**src/hw/rdap_regs.svh**
```systemverilog
`ifndef RDAP_REGS_SVH
`define RDAP_REGS_SVH

// Clock and device timing, in ns; RAS_CYC in clocks
`define CLK_NS 40
`define T_RAS_NS 120
`define T_RTP_NS 50
`define T_RP_NS 60
`define RAS_CYC ((`T_RAS_NS + `CLK_NS - 1) / `CLK_NS)

// Controller register offsets
`define REG_CFG 8'h00
`define REG_TIMING 8'h04
`define REG_CMD 8'h08
`define REG_STATUS 8'h0c
`define REG_RDATA 8'h10

// Field positions
`define CFG_AL_LSB 0
`define CFG_CL_LSB 4
`define CFG_BL8_BIT 8
`define TIM_RAS_LSB 0
`define TIM_RTP_LSB 8
`define TIM_RP_LSB 16
`define CMD_OP_LSB 0
`define CMD_BANK_LSB 2
`define CMD_AP_BIT 5
`define CMD_ADDR_LSB 8
`define ST_PEND_BIT 0
`define ST_RDV_BIT 1
`define ST_OPEN_LSB 8
`define ST_APP_LSB 16

// Reset values
`define CFG_RST 32'h00000031
`define TIMING_RST 32'h003c3278

`endif

```
**src/hw/rdap_pkg.sv**
```systemverilog
package rdap_pkg;
	typedef enum logic [2:0] {
		CMD_NOP = 3'h0,
		CMD_ACT = 3'h1,
		CMD_RD = 3'h2,
		CMD_WR = 3'h3,
		CMD_PRE = 3'h4
	} cmd_t;

	typedef enum logic [1:0] {
		ST_IDLE = 2'b01,
		ST_HOLD = 2'b10
	} ctrl_state_t;
endpackage

```
**src/hw/ddr_link_if.sv**
```systemverilog
`timescale 1ns/10ps
interface ddr_link_if;
	import rdap_pkg::*;
	cmd_t cmd;
	logic [2:0] bank;
	logic [13:0] addr;
	logic autoPrechargeSelectBit;
	logic [15:0] dqOut;
	logic dqOeLo_n;
	logic dqOeHi_n;
	logic lowerByteStrobe;
	logic upperByteStrobe;

	modport ctrl (
		output cmd, bank, addr, autoPrechargeSelectBit,
		input dqOut, dqOeLo_n, dqOeHi_n, lowerByteStrobe, upperByteStrobe
	);
	modport mem (
		input cmd, bank, addr, autoPrechargeSelectBit,
		output dqOut, dqOeLo_n, dqOeHi_n, lowerByteStrobe, upperByteStrobe
	);
endinterface

```
**src/hw/rdap_ctrl_end.sv**
```systemverilog
`timescale 1ns/10ps
`include "rdap_regs.svh"
module rdap_ctrl_end import rdap_pkg::*; (
	// Clock and reset
	input wire logic sys_clk,
	input wire logic reset,
	// APB slave
	input wire logic psel,
	input wire logic penable,
	input wire logic pwrite,
	input wire logic [7:0] paddr,
	input wire logic [31:0] pwdata,
	output logic [31:0] prdata,
	output logic pready,
	output logic pslverr,
	// Memory link
	ddr_link_if.ctrl link
);
	logic [31:0] cfg_q, timing_q, rdData_q;
	ctrl_state_t state_q;
	cmd_t op_q, cmd_q;
	logic [2:0] pendBank_q, bank_q;
	logic [13:0] pendAddr_q, addr_q;
	logic pendAp_q, ap_q, rdValid_q;
	logic [7:0] open_q, apOpen_q;
	logic [7:0] preWait_q [8];
	logic [7:0] actWait_q [8];
	logic [7:0] rdGap_q, wrGap_q, anyGap_q, rdWait_q;
	logic [2:0] gapBank_q;

	// Clocks for a time in ns, rounded up
	function automatic logic [7:0] nsToCyc(input logic [9:0] ns);
		nsToCyc = 8'((ns + 10'(`CLK_NS - 1)) / 10'(`CLK_NS));
	endfunction

	// Load value for a countdown that frees the command n clocks later
	function automatic logic [7:0] waitLoad(input logic [7:0] n);
		waitLoad = (n == 8'h00) ? 8'h00 : n - 8'h01;
	endfunction

	logic [7:0] al, halfBl, rtpCyc, rpCyc, actLoad, preLoad;
	logic [3:0] readLat;
	logic legal, accessPh, wrEn, rdEn, cmdBusy, capture, issue;

	////////////////////////////////////////////////////////////////
	// Derived timing from the configuration registers
	always_comb begin
		al = {5'h00, cfg_q[`CFG_AL_LSB +: 3]};
		halfBl = cfg_q[`CFG_BL8_BIT] ? 8'h04 : 8'h02;
		readLat = {1'b0, cfg_q[`CFG_AL_LSB +: 3]} + {1'b0, cfg_q[`CFG_CL_LSB +: 3]};
		rtpCyc = nsToCyc({2'b00, timing_q[`TIM_RTP_LSB +: 8]});
		rpCyc = nsToCyc({2'b00, timing_q[`TIM_RP_LSB +: 8]});
		actLoad = al + (cfg_q[`CFG_BL8_BIT] ? 8'h02 : 8'h00)
			+ nsToCyc({2'b00, timing_q[`TIM_RTP_LSB +: 8]} + {2'b00, timing_q[`TIM_RP_LSB +: 8]});
		// Short read_to_precharge_time on a slow clock: precharge still waits for its nominal edge
		if (actLoad < al + halfBl + rpCyc) begin
			actLoad = al + halfBl + rpCyc;
		end
		preLoad = al + halfBl - 8'h02 + ((rtpCyc > 8'h02) ? rtpCyc : 8'h02);
	end

	// Can the held command go out on this edge
	always_comb begin
		legal = 1'b0;
		unique case (op_q)
			CMD_ACT: legal = !open_q[pendBank_q] && actWait_q[pendBank_q] == 8'h00;
			CMD_RD: legal = open_q[pendBank_q] && !apOpen_q[pendBank_q];
			CMD_WR: legal = open_q[pendBank_q] && !apOpen_q[pendBank_q];
			CMD_PRE: legal = open_q[pendBank_q] && !apOpen_q[pendBank_q] && preWait_q[pendBank_q] == 8'h00;
			default: legal = 1'b1;
		endcase
		// Other banks stay usable during an auto precharge
		if (pendBank_q != gapBank_q) begin
			unique case (op_q)
				CMD_RD: legal = legal && rdGap_q == 8'h00;
				CMD_WR: legal = legal && wrGap_q == 8'h00;
				default: legal = legal && anyGap_q == 8'h00;
			endcase
		end
		issue = state_q == ST_HOLD && legal;
	end

	////////////////////////////////////////////////////////////////
	// APB decode; one wait state, longer for a command write while a command is held
	always_comb begin
		accessPh = psel && penable && !pready;
		cmdBusy = pwrite && paddr == `REG_CMD && state_q != ST_IDLE;
		wrEn = psel && penable && pready && pwrite;
		rdEn = psel && penable && pready && !pwrite;
		capture = rdWait_q == 8'h01 && !link.dqOeLo_n;
	end

	always_ff @(posedge sys_clk) begin
		if (reset) begin
			pready <= 1'b0;
			pslverr <= 1'b0;
			prdata <= 32'h00000000;
		end else begin
			pready <= accessPh && !cmdBusy;
			pslverr <= accessPh && !cmdBusy && paddr > `REG_RDATA;
			unique case (paddr)
				`REG_CFG: prdata <= cfg_q;
				`REG_TIMING: prdata <= timing_q;
				`REG_STATUS: prdata <= {8'h00, apOpen_q, open_q, 6'h00, rdValid_q, state_q == ST_HOLD};
				`REG_RDATA: prdata <= rdData_q;
				default: prdata <= 32'h00000000;
			endcase
		end
	end

	// Configuration registers
	always_ff @(posedge sys_clk) begin
		if (reset) begin
			cfg_q <= `CFG_RST;
			timing_q <= `TIMING_RST;
		end else if (wrEn && paddr == `REG_CFG) begin
			cfg_q <= {23'h000000, pwdata[8], 1'b0, pwdata[6:4], 1'b0, pwdata[2:0]};
		end else if (wrEn && paddr == `REG_TIMING) begin
			timing_q <= {8'h00, pwdata[23:0]};
		end
	end

	// Captured read word; a new capture wins over the clearing read
	always_ff @(posedge sys_clk) begin
		if (reset) begin
			rdData_q <= 32'h00000000;
			rdValid_q <= 1'b0;
		end else if (capture) begin
			rdData_q <= {16'h0000, link.dqOut};
			rdValid_q <= 1'b1;
		end else if (rdEn && paddr == `REG_RDATA) begin
			rdValid_q <= 1'b0;
		end
	end

	////////////////////////////////////////////////////////////////
	// Command holding and issue
	always_ff @(posedge sys_clk) begin
		if (reset) begin
			state_q <= ST_IDLE;
			op_q <= CMD_NOP;
			pendBank_q <= 3'h0;
			pendAddr_q <= 14'h0000;
			pendAp_q <= 1'b0;
		end else begin
			unique case (state_q)
				ST_IDLE: if (wrEn && paddr == `REG_CMD) begin
					op_q <= cmd_t'({1'b0, pwdata[`CMD_OP_LSB +: 2]} + 3'h1);
					pendBank_q <= pwdata[`CMD_BANK_LSB +: 3];
					pendAp_q <= pwdata[`CMD_AP_BIT];
					pendAddr_q <= pwdata[`CMD_ADDR_LSB +: 14];
					state_q <= ST_HOLD;
				end
				ST_HOLD: if (issue) begin
					state_q <= ST_IDLE;
				end
			endcase
		end
	end

	// Link drive, one clock per command
	always_ff @(posedge sys_clk) begin
		if (reset) begin
			cmd_q <= CMD_NOP;
			bank_q <= 3'h0;
			addr_q <= 14'h0000;
			ap_q <= 1'b0;
		end else begin
			cmd_q <= issue ? op_q : CMD_NOP;
			if (issue) begin
				bank_q <= pendBank_q;
				addr_q <= pendAddr_q;
				ap_q <= pendAp_q && op_q == CMD_RD;
			end
		end
	end

	assign link.cmd = cmd_q;
	assign link.bank = bank_q;
	assign link.addr = addr_q;
	assign link.autoPrechargeSelectBit = ap_q;

	////////////////////////////////////////////////////////////////
	// Per-bank countdowns; zero means the command is free
	always_ff @(posedge sys_clk) begin
		if (reset) begin
			open_q <= 8'h00;
			apOpen_q <= 8'h00;
			for (int b = 0; b < 8; b++) begin
				preWait_q[b] <= 8'h00;
				actWait_q[b] <= 8'h00;
			end
		end else begin
			for (int b = 0; b < 8; b++) begin
				if (preWait_q[b] != 8'h00) begin
					preWait_q[b] <= preWait_q[b] - 8'h01;
				end
				if (actWait_q[b] != 8'h00) begin
					actWait_q[b] <= actWait_q[b] - 8'h01;
				end else begin
					apOpen_q[b] <= 1'b0;
				end
				if (issue && pendBank_q == 3'(b)) begin
					unique case (op_q)
						CMD_ACT: begin
							open_q[b] <= 1'b1;
							preWait_q[b] <= waitLoad(nsToCyc({2'b00, timing_q[`TIM_RAS_LSB +: 8]}));
						end
						CMD_RD: if (pendAp_q) begin
							open_q[b] <= 1'b0;
							apOpen_q[b] <= 1'b1;
							actWait_q[b] <= waitLoad(actLoad);
						end else if (waitLoad(preLoad) > preWait_q[b]) begin
							preWait_q[b] <= waitLoad(preLoad);
						end
						CMD_PRE: begin
							open_q[b] <= 1'b0;
							actWait_q[b] <= waitLoad(nsToCyc({2'b00, timing_q[`TIM_RP_LSB +: 8]}));
						end
						default: ;
					endcase
				end
			end
		end
	end

	// Spacing to other banks after a read with auto precharge
	always_ff @(posedge sys_clk) begin
		if (reset) begin
			rdGap_q <= 8'h00;
			wrGap_q <= 8'h00;
			anyGap_q <= 8'h00;
			gapBank_q <= 3'h0;
		end else if (issue && op_q == CMD_RD && pendAp_q) begin
			gapBank_q <= pendBank_q;
			rdGap_q <= waitLoad(halfBl);
			wrGap_q <= waitLoad(halfBl + 8'h02);
			anyGap_q <= waitLoad(8'h01);
		end else begin
			rdGap_q <= (rdGap_q != 8'h00) ? rdGap_q - 8'h01 : 8'h00;
			wrGap_q <= (wrGap_q != 8'h00) ? wrGap_q - 8'h01 : 8'h00;
			anyGap_q <= (anyGap_q != 8'h00) ? anyGap_q - 8'h01 : 8'h00;
		end
	end

	// First read beat arrives read latency after the device takes the read
	always_ff @(posedge sys_clk) begin
		if (reset) begin
			rdWait_q <= 8'h00;
		end else if (issue && op_q == CMD_RD) begin
			rdWait_q <= {4'h0, readLat} + 8'h02;
		end else if (rdWait_q != 8'h00) begin
			rdWait_q <= rdWait_q - 8'h01;
		end
	end
endmodule

```
**src/flat_wrapper.sv**
```systemverilog
// flat-port wrapper written by rule: the top's interface ports become plain ports
module rdap_ctrl_end_flat import rdap_pkg::*;
  (sys_clk, reset, psel, penable, pwrite, paddr, pwdata, prdata, pready, pslverr, link_cmd, link_bank, link_addr, link_autoPrechargeSelectBit, link_dqOut, link_dqOeLo_n, link_dqOeHi_n, link_lowerByteStrobe, link_upperByteStrobe);
  ddr_link_if link_i ();
  input wire logic sys_clk;
  input wire logic reset;
  input wire logic psel;
  input wire logic penable;
  input wire logic pwrite;
  input wire logic [7:0] paddr;
  input wire logic [31:0] pwdata;
  output logic [31:0] prdata;
  output logic pready;
  output logic pslverr;
  output wire logic [$bits(link_i.cmd)-1:0] link_cmd;
  output wire logic [$bits(link_i.bank)-1:0] link_bank;
  output wire logic [$bits(link_i.addr)-1:0] link_addr;
  output wire logic [$bits(link_i.autoPrechargeSelectBit)-1:0] link_autoPrechargeSelectBit;
  input wire logic [$bits(link_i.dqOut)-1:0] link_dqOut;
  input wire logic [$bits(link_i.dqOeLo_n)-1:0] link_dqOeLo_n;
  input wire logic [$bits(link_i.dqOeHi_n)-1:0] link_dqOeHi_n;
  input wire logic [$bits(link_i.lowerByteStrobe)-1:0] link_lowerByteStrobe;
  input wire logic [$bits(link_i.upperByteStrobe)-1:0] link_upperByteStrobe;
  assign link_cmd = link_i.cmd;
  assign link_bank = link_i.bank;
  assign link_addr = link_i.addr;
  assign link_autoPrechargeSelectBit = link_i.autoPrechargeSelectBit;
  assign link_i.dqOut = link_dqOut;
  assign link_i.dqOeLo_n = link_dqOeLo_n;
  assign link_i.dqOeHi_n = link_dqOeHi_n;
  assign link_i.lowerByteStrobe = link_lowerByteStrobe;
  assign link_i.upperByteStrobe = link_upperByteStrobe;
  rdap_ctrl_end u_core (.sys_clk(sys_clk), .reset(reset), .psel(psel), .penable(penable), .pwrite(pwrite), .paddr(paddr), .pwdata(pwdata), .prdata(prdata), .pready(pready), .pslverr(pslverr), .link(link_i));
endmodule
```
**config.mk**
```make
export PLATFORM = sky130hd
export DESIGN_NAME = rdap_ctrl_end_flat
export DESIGN_NICKNAME = d
export VERILOG_FILES = /design/src/hw/rdap_pkg.sv /design/src/hw/ddr_link_if.sv /design/src/hw/rdap_ctrl_end.sv /design/src/flat_wrapper.sv
export VERILOG_INCLUDE_DIRS = /design/src /design/src/hw
export SDC_FILE = /design/constraint.sdc
export NUM_CORES = 1
export LEC_CHECK = 0
export BUFFER_PORTS_ARGS = -buffer_cell sky130_fd_sc_hd__buf_2
export CAP_MARGIN = 20
export CORE_ASPECT_RATIO = 0.75
export CORE_MARGIN = 3
export CORE_UTILIZATION = 40
export DETAILED_ROUTE_END_ITERATION = 8
export PLACE_DENSITY_LB_ADDON = 0.3
export SLEW_MARGIN = 10
export SYNTH_ARGS = -nofsm -noshare
export SYNTH_HDL_FRONTEND = slang
export SYNTH_SLANG_ARGS = --single-unit
```
**constraint.sdc**
```tcl
create_clock -name sys_clk -period 16.12 [get_ports sys_clk]
set_input_delay 1.612 -clock sys_clk [delete_from_list [all_inputs] [get_ports sys_clk]]
set_output_delay 1.612 -clock sys_clk [all_outputs]
set_load 0.005 [all_outputs]
```
Word level (Yosys, flattened, before mapping)
Memories as Yosys holds them, arrays and structs flattened. A register that Yosys moved wholly into a read port is not among the register bits.
Index checks and enable logic that the tools add are counted.
W data, S select, Z words.
Storage, ports and cells
  word-level logic and storage cells: 540
  output and inout port bits: 55
  bits in writable memories: 128
  memories: 2
  bits in registers: 177
Memories
  u_core.actWait_q: depth 8, width 8, read ports 9, clocked after memory_dff 1, wr ports 8, RTL line rdap_ctrl_end.sv:27  | logic [7:0] actWait_q [8];
  u_core.preWait_q: depth 8, width 8, read ports 9, clocked after memory_dff 1, wr ports 8, RTL line rdap_ctrl_end.sv:26  | logic [7:0] preWait_q [8];
Cells by class
  div/mod/pow operators: 4
  reduce and logical (&&, ||, !) cells: 88
  multiplexer cells: 289
  add/subtract/negate cells: 41
  eq/ne operators: 23
  bitwise operators: 51
  $lt $le $gt $ge: 12
Operator list (count)
  $mux W8: 62
  $mux W1: 212
  $sub A8 B1 Y8 const B: 26
  $reduce_bool A8 Y1: 20
  $logic_not A8 Y1: 12
  $pmux W24 S4: 1
  $gt A8 B8 Y1: 8
  $or A1 B1 Y1: 48
  $div A10 B6 Y10 const B: 4
  $logic_and A1 B1 Y1: 32
  $add A8 B6 Y9 const B: 3
  $add A8 B8 Y8: 3
  $reduce_and A3 Y1: 8
  $add A3 B8 Y8: 2
  $eq A8 B4 Y1 const B: 2
  $eq A3 B3 Y1 const B: 5
  $mux W3: 5
  $eq A3 B2 Y1 const B: 4
  $add A10 B6 Y10 const B: 1
  $add A8 B8 Y9: 1
  $add A8 B2 Y8 const B: 1
  $eq A8 B1 Y1 const B: 1
  $eq A8 B3 Y1 const B: 1
  $eq A8 B5 Y1 const B: 1
  other kinds (26): 45

Longest topological paths before layout
  word-level depth: 16
  mapped depth: 33
  mapped depth without buffers: 31

Worst setup path before layout
No wires, ideal clock.
  path type: flip-flop to flip-flop
  start: register u_core.timing_q[17]
  end: memory u_core.actWait_q[5][3], data pin
  period minus slack after synthesis: 7.376 ns
  path buffers: 3
  cell stages (with the launch flop): 31
  setup time: 0.264 ns
  arrival: 7.112 ns
  required time: 15.856 ns
  path slack: 8.744 ns
  path through: dfxtp_1 -> clkbuf_1 -> inv_1 -> fa_1 -> nand2b_1 -> a211o_1 -> a21oi_1 -> or2_2 -> clkbuf_1 -> o32ai_1 -> a211oi_1 -> nand2_1 -> maj3_1 -> o211a_1 -> fa_1 -> inv_1 -> ha_1 -> fa_1 -> ha_1 -> a21o_1 -> a31oi_1 -> o21ai_0 -> a21oi_1 -> buf_2 -> mux2i_1 -> ha_1 -> o21ai_0 -> nor3_1 -> o221ai_1 -> a32oi_1 -> o21ai_0
RTL lines
  from (decl): RTL line rdap_ctrl_end.sv:19  | logic [31:0] cfg_q, timing_q, rdData_q;
  from (signal assigned): RTL line rdap_ctrl_end.sv:115  | timing_q <= `TIMING_RST;
  from (signal assigned): RTL line rdap_ctrl_end.sv:119  | timing_q <= {8'h00, pwdata[23:0]};
  to (decl): RTL line rdap_ctrl_end.sv:27

==> results.json <==
{
  "slowest_stage": "nor2b_1",
  "grt_pass1_vias": 19000,
  "die_h_um": 207,
  "ant_nets": 0,
  "power.density_nw_per_um2": 114,
  "worst_slew_pin_slew_ns": 1.14,
  "holdPathEnd": "u_core.anyGap_q[0]$_SDFF_PP0_",
  "synth_area_per_cell_um2": 8.55,
  "fp.dieW_um": 274,
  "cts-root-buf": "clkbuf_16",
  "period_share_pct": 60.5,
  "row_count": 73,
  "status": "completed",
  "peakVddDrop_v": 0.0000682,
  "grt_max_degree": 66,
  "drive_above_1_share_pct": 9.74,
  "port_buffers": 100,
  "synth_ff_type": "dfxtp_1",
  "initial_core_util_pct": 40.6,
  "yosysSeqAreaShare_pct": 33.7,
  "crit_fanout": 11,
  "cts_buffers": 35,
  "ctsResizeCount": 0,
  "track_usage_pct": 23.7,
  "core_um2": 53200,
  "reg2reg_to": "u_core.actWait_q[4][5]$_SDFFCE_PN0P_",
  "skew_ns": 0.0268,
  "whs_path_depth": 1,
  "gp_congestion": 0.916,
  "cts.path.max_buffers": 3,
  "avgViaCountPerCell": 5.93,
  "cp.arrival_ns": 10.11,
  "first_iter_violations": 2328,
  "layout_setup_ws_ns": 6.37,
  "grt_pass1_wl_mm": 108,
  "slew_viol_final": 0,
  "regArea_um2": 7290,
  "drt-wirelength-per-cell_um": 20.7,
  "dp_hpwl_mm": 50.1,
  "clock_sinks": 300,
  "nFillCells": 5188,
  "hp-start": "u_core.anyGap_q[0]$_SDFF_PP0_",
  "dieArea_um2": 56900,
  "async_reset_ff_share_pct": 0,
  "r2r_setup_slack_ns": 6.37,
  "leakagePower_nw": 9.54,
  "synth_edf_count": 128,
  "drc": 0,
  "final_hold_viol_count": 0,
  "end_kind": "flip-flop",
  "startpoint_type": "flip-flop",
  "setup_violations": 0,
  "fmax_ghz": 0.103,
  "multi_input_area_um2": 13300,
  "path_class": "flip-flop to flip-flop",
  "r2r_start": "u_core.timing_q[16]$_SDFFE_PP0P_",
  "htree_levels": 2,
  "fin_crit_ns": 9.75,
  "hp-class": "flip-flop to flip-flop",
  "postCtsHoldBufs": 0,
  "synth_seq_cells": 300,
  "relSlewSlack_pct": 23.6,
  "nets": 2808,
  "syn-instance-count": 2528,
  "grt.overflow.total": 0,
  "clkTransAtPathRegs_ns": 0.06,
  "drt_wl_total_mm": 68.8,
  "area_growth_syn_to_layout_pct": 10.6,
  "worstRegToRegCells": 28,
  "antenna_found_initial": 1,
  "cp.required_ns": 16.48,
  "clk_latency_ns": 0.55,
  "max_stage_delay_ns": 0.91,
  "dr.pass1.iters": 6,
  "postCtsSetupRepairBufs": 0,
  "crit_path_frequent_cell": "ha_1",
  "yosysUniqueCellTypes": 95,
  "cts_tree": "yes",
  "rsz0062_at_grt": "false",
  "dpl_worst_slack_ns": 6.57,
  "netlist_area_um2": 21600,
  "ys_warn_count": 0,
  "drv_cap": 0,
  "vias": 19700,
  "ioPinCount": 120,
  "setup_tns_ns": 0
}
[state kept, by name, indices dropped and copies added, names as in the netlist, 7 cells and up, named ones only]
| name | count |
|---|---|
| u_core.wrGap_q | 8 |
| u_core.link.addr | 14 |
| u_core.anyGap_q | 8 |
| u_core.rdWait_q | 8 |
| u_core.timing_q | 24 |
| u_core.pendAddr_q | 14 |
| u_core.prdata | 24 |
| u_core.cfg_q | 7 |
| u_core.rdData_q | 16 |
| u_core.apOpen_q | 8 |
| u_core.rdGap_q | 8 |
| u_core.preWait_q | 64 |
| u_core.actWait_q | 64 |
| u_core.open_q | 8 |
[synth_stat cells, drive strengths merged (26+ instances only)]
| cell | instances | area, um^2 |
|---|---|---|
| nand2 | 318 | 1190 |
| nor2 | 212 | 803 |
| a21oi | 177 | 886 |
| dfxtp | 172 | 3440 |
| inv | 157 | 589 |
| ha | 151 | 1890 |
| edfxtp | 128 | 3840 |
| mux2i | 112 | 1120 |
| nand3 | 98 | 490 |
| xnor2 | 85 | 744 |
| nor3 | 84 | 467 |
| o21ai | 83 | 415 |
| clkbuf | 78 | 293 |
| xor2 | 46 | 403 |
| nor4 | 44 | 459 |
| nand4 | 42 | 263 |
| a211oi | 41 | 313 |
| buf | 35 | 216 |
| and2 | 28 | 175 |
| nand2b | 28 | 175 |
| nor2b | 26 | 163 |
[metrics by stage]
stage          power (W)  cell area [um^2]  hold slack [ns]  utilization [%]  instances
2_1_floorplan    0.00172             21700            0.414                -       2535
3_3_place_gp     0.00187             22800            0.429             42.7       3259
5_1_grt          0.00289             23900            0.476             44.9       3321
6_report         0.00272             23900            0.446             44.9       3322
4_1_cts          0.00272             23900            0.454             44.9       3320
3_5_place_dp     0.00191             22800            0.445             42.7       3259
[report_power, final]
group | leakage [nW] | internal [W] | switching, W | total, W
clock network | 0.558 | 0.000473 | 0.000331 | 0.000804
logic | 6.17 | 0.000368 | 0.000464 | 0.000832
registers | 2.81 | 0.000965 | 0.000118 | 0.00108
total | 9.54 | 0.00181 | 0.000913 | 0.00272
[cell usage in the layout (no fill, tap or decap), types with 85 or more instances in the layout]
| cell type | netlist | routed |
|---|---|---|
| a21oi_1 | 177 | 177 |
| buf_2 | 13 | 99 |
| dfxtp_1 | 172 | 172 |
| edfxtp_1 | 128 | 128 |
| ha_1 | 151 | 151 |
| inv_1 | 157 | 157 |
| mux2i_1 | 112 | 112 |
| nand2_1 | 318 | 318 |
| nand3_1 | 98 | 98 |
| nor2_1 | 211 | 211 |
| xnor2_1 | 85 | 85 |
[cell families after synthesis]
kind of cell,share of synthesized area [%]
AOI/OAI and AO/OA,17.2
muxes,6.45
buffers and inverters,5.10
other,0.0173
adders and majority gates,9.43
xor gates and xnor gates,5.31
and+or+nand+nor,22.8
DFF,33.7
[routing by layer]
layer,vias to the layer above,wire (um),global-route usage (%)
met3,158,6910,6.73
met1,9424,30800,33.4
met4,2,2140,7.79
li1,9310,-,-
met2,805,29000,34.9
met5,-,8,0
[final cells by class]
cell class              instances  share of cell area (%)
well taps                     712                    3.73
clock inverters                 8                   0.293
repair buffers                126                    2.97
multi-input cells            1964                    55.6
flip-flops and latches        300                    30.5
clock buffers                  53                    4.46
diodes                          1                  0.0105
inverters                     158                    2.48
[worst max path at each step]
stage / from / endpoint / depth (start not counted)
after floorplan: u_core.timing_q[17]$_SDFFE_PP0P_ / u_core.actWait_q[5][3]$_DFFE_PP_ / 30
after global placement: u_core.timing_q[16]$_SDFFE_PP0P_ / u_core.actWait_q[3][5]$_SDFFCE_PN0P_ / 28
after detailed placement: u_core.timing_q[16]$_SDFFE_PP0P_ / u_core.actWait_q[3][5]$_SDFFCE_PN0P_ / 28
after CTS: u_core.timing_q[16]$_SDFFE_PP0P_ / u_core.actWait_q[3][5]$_SDFFCE_PN0P_ / 28
after global routing: u_core.timing_q[16]$_SDFFE_PP0P_ / u_core.actWait_q[5][5]$_DFFE_PP_ / 28
final: u_core.timing_q[16]$_SDFFE_PP0P_ / u_core.actWait_q[4][5]$_SDFFCE_PN0P_ / 28
[critical path, delay by kind of cell, from the launching register on]
family	cells	cell delay, ns
AO/OA/AOI/OAI	10	3.21
XOR/XNOR	1	0.40
multiplexers	1	0.27
flip-flops	1	0.50
AND/OR/NAND/NOR	6	2.07
buffers and inverters	2	0.11
adder cells (fa/ha/maj)	8	2.99
Power figures use the tool's default switching activity.
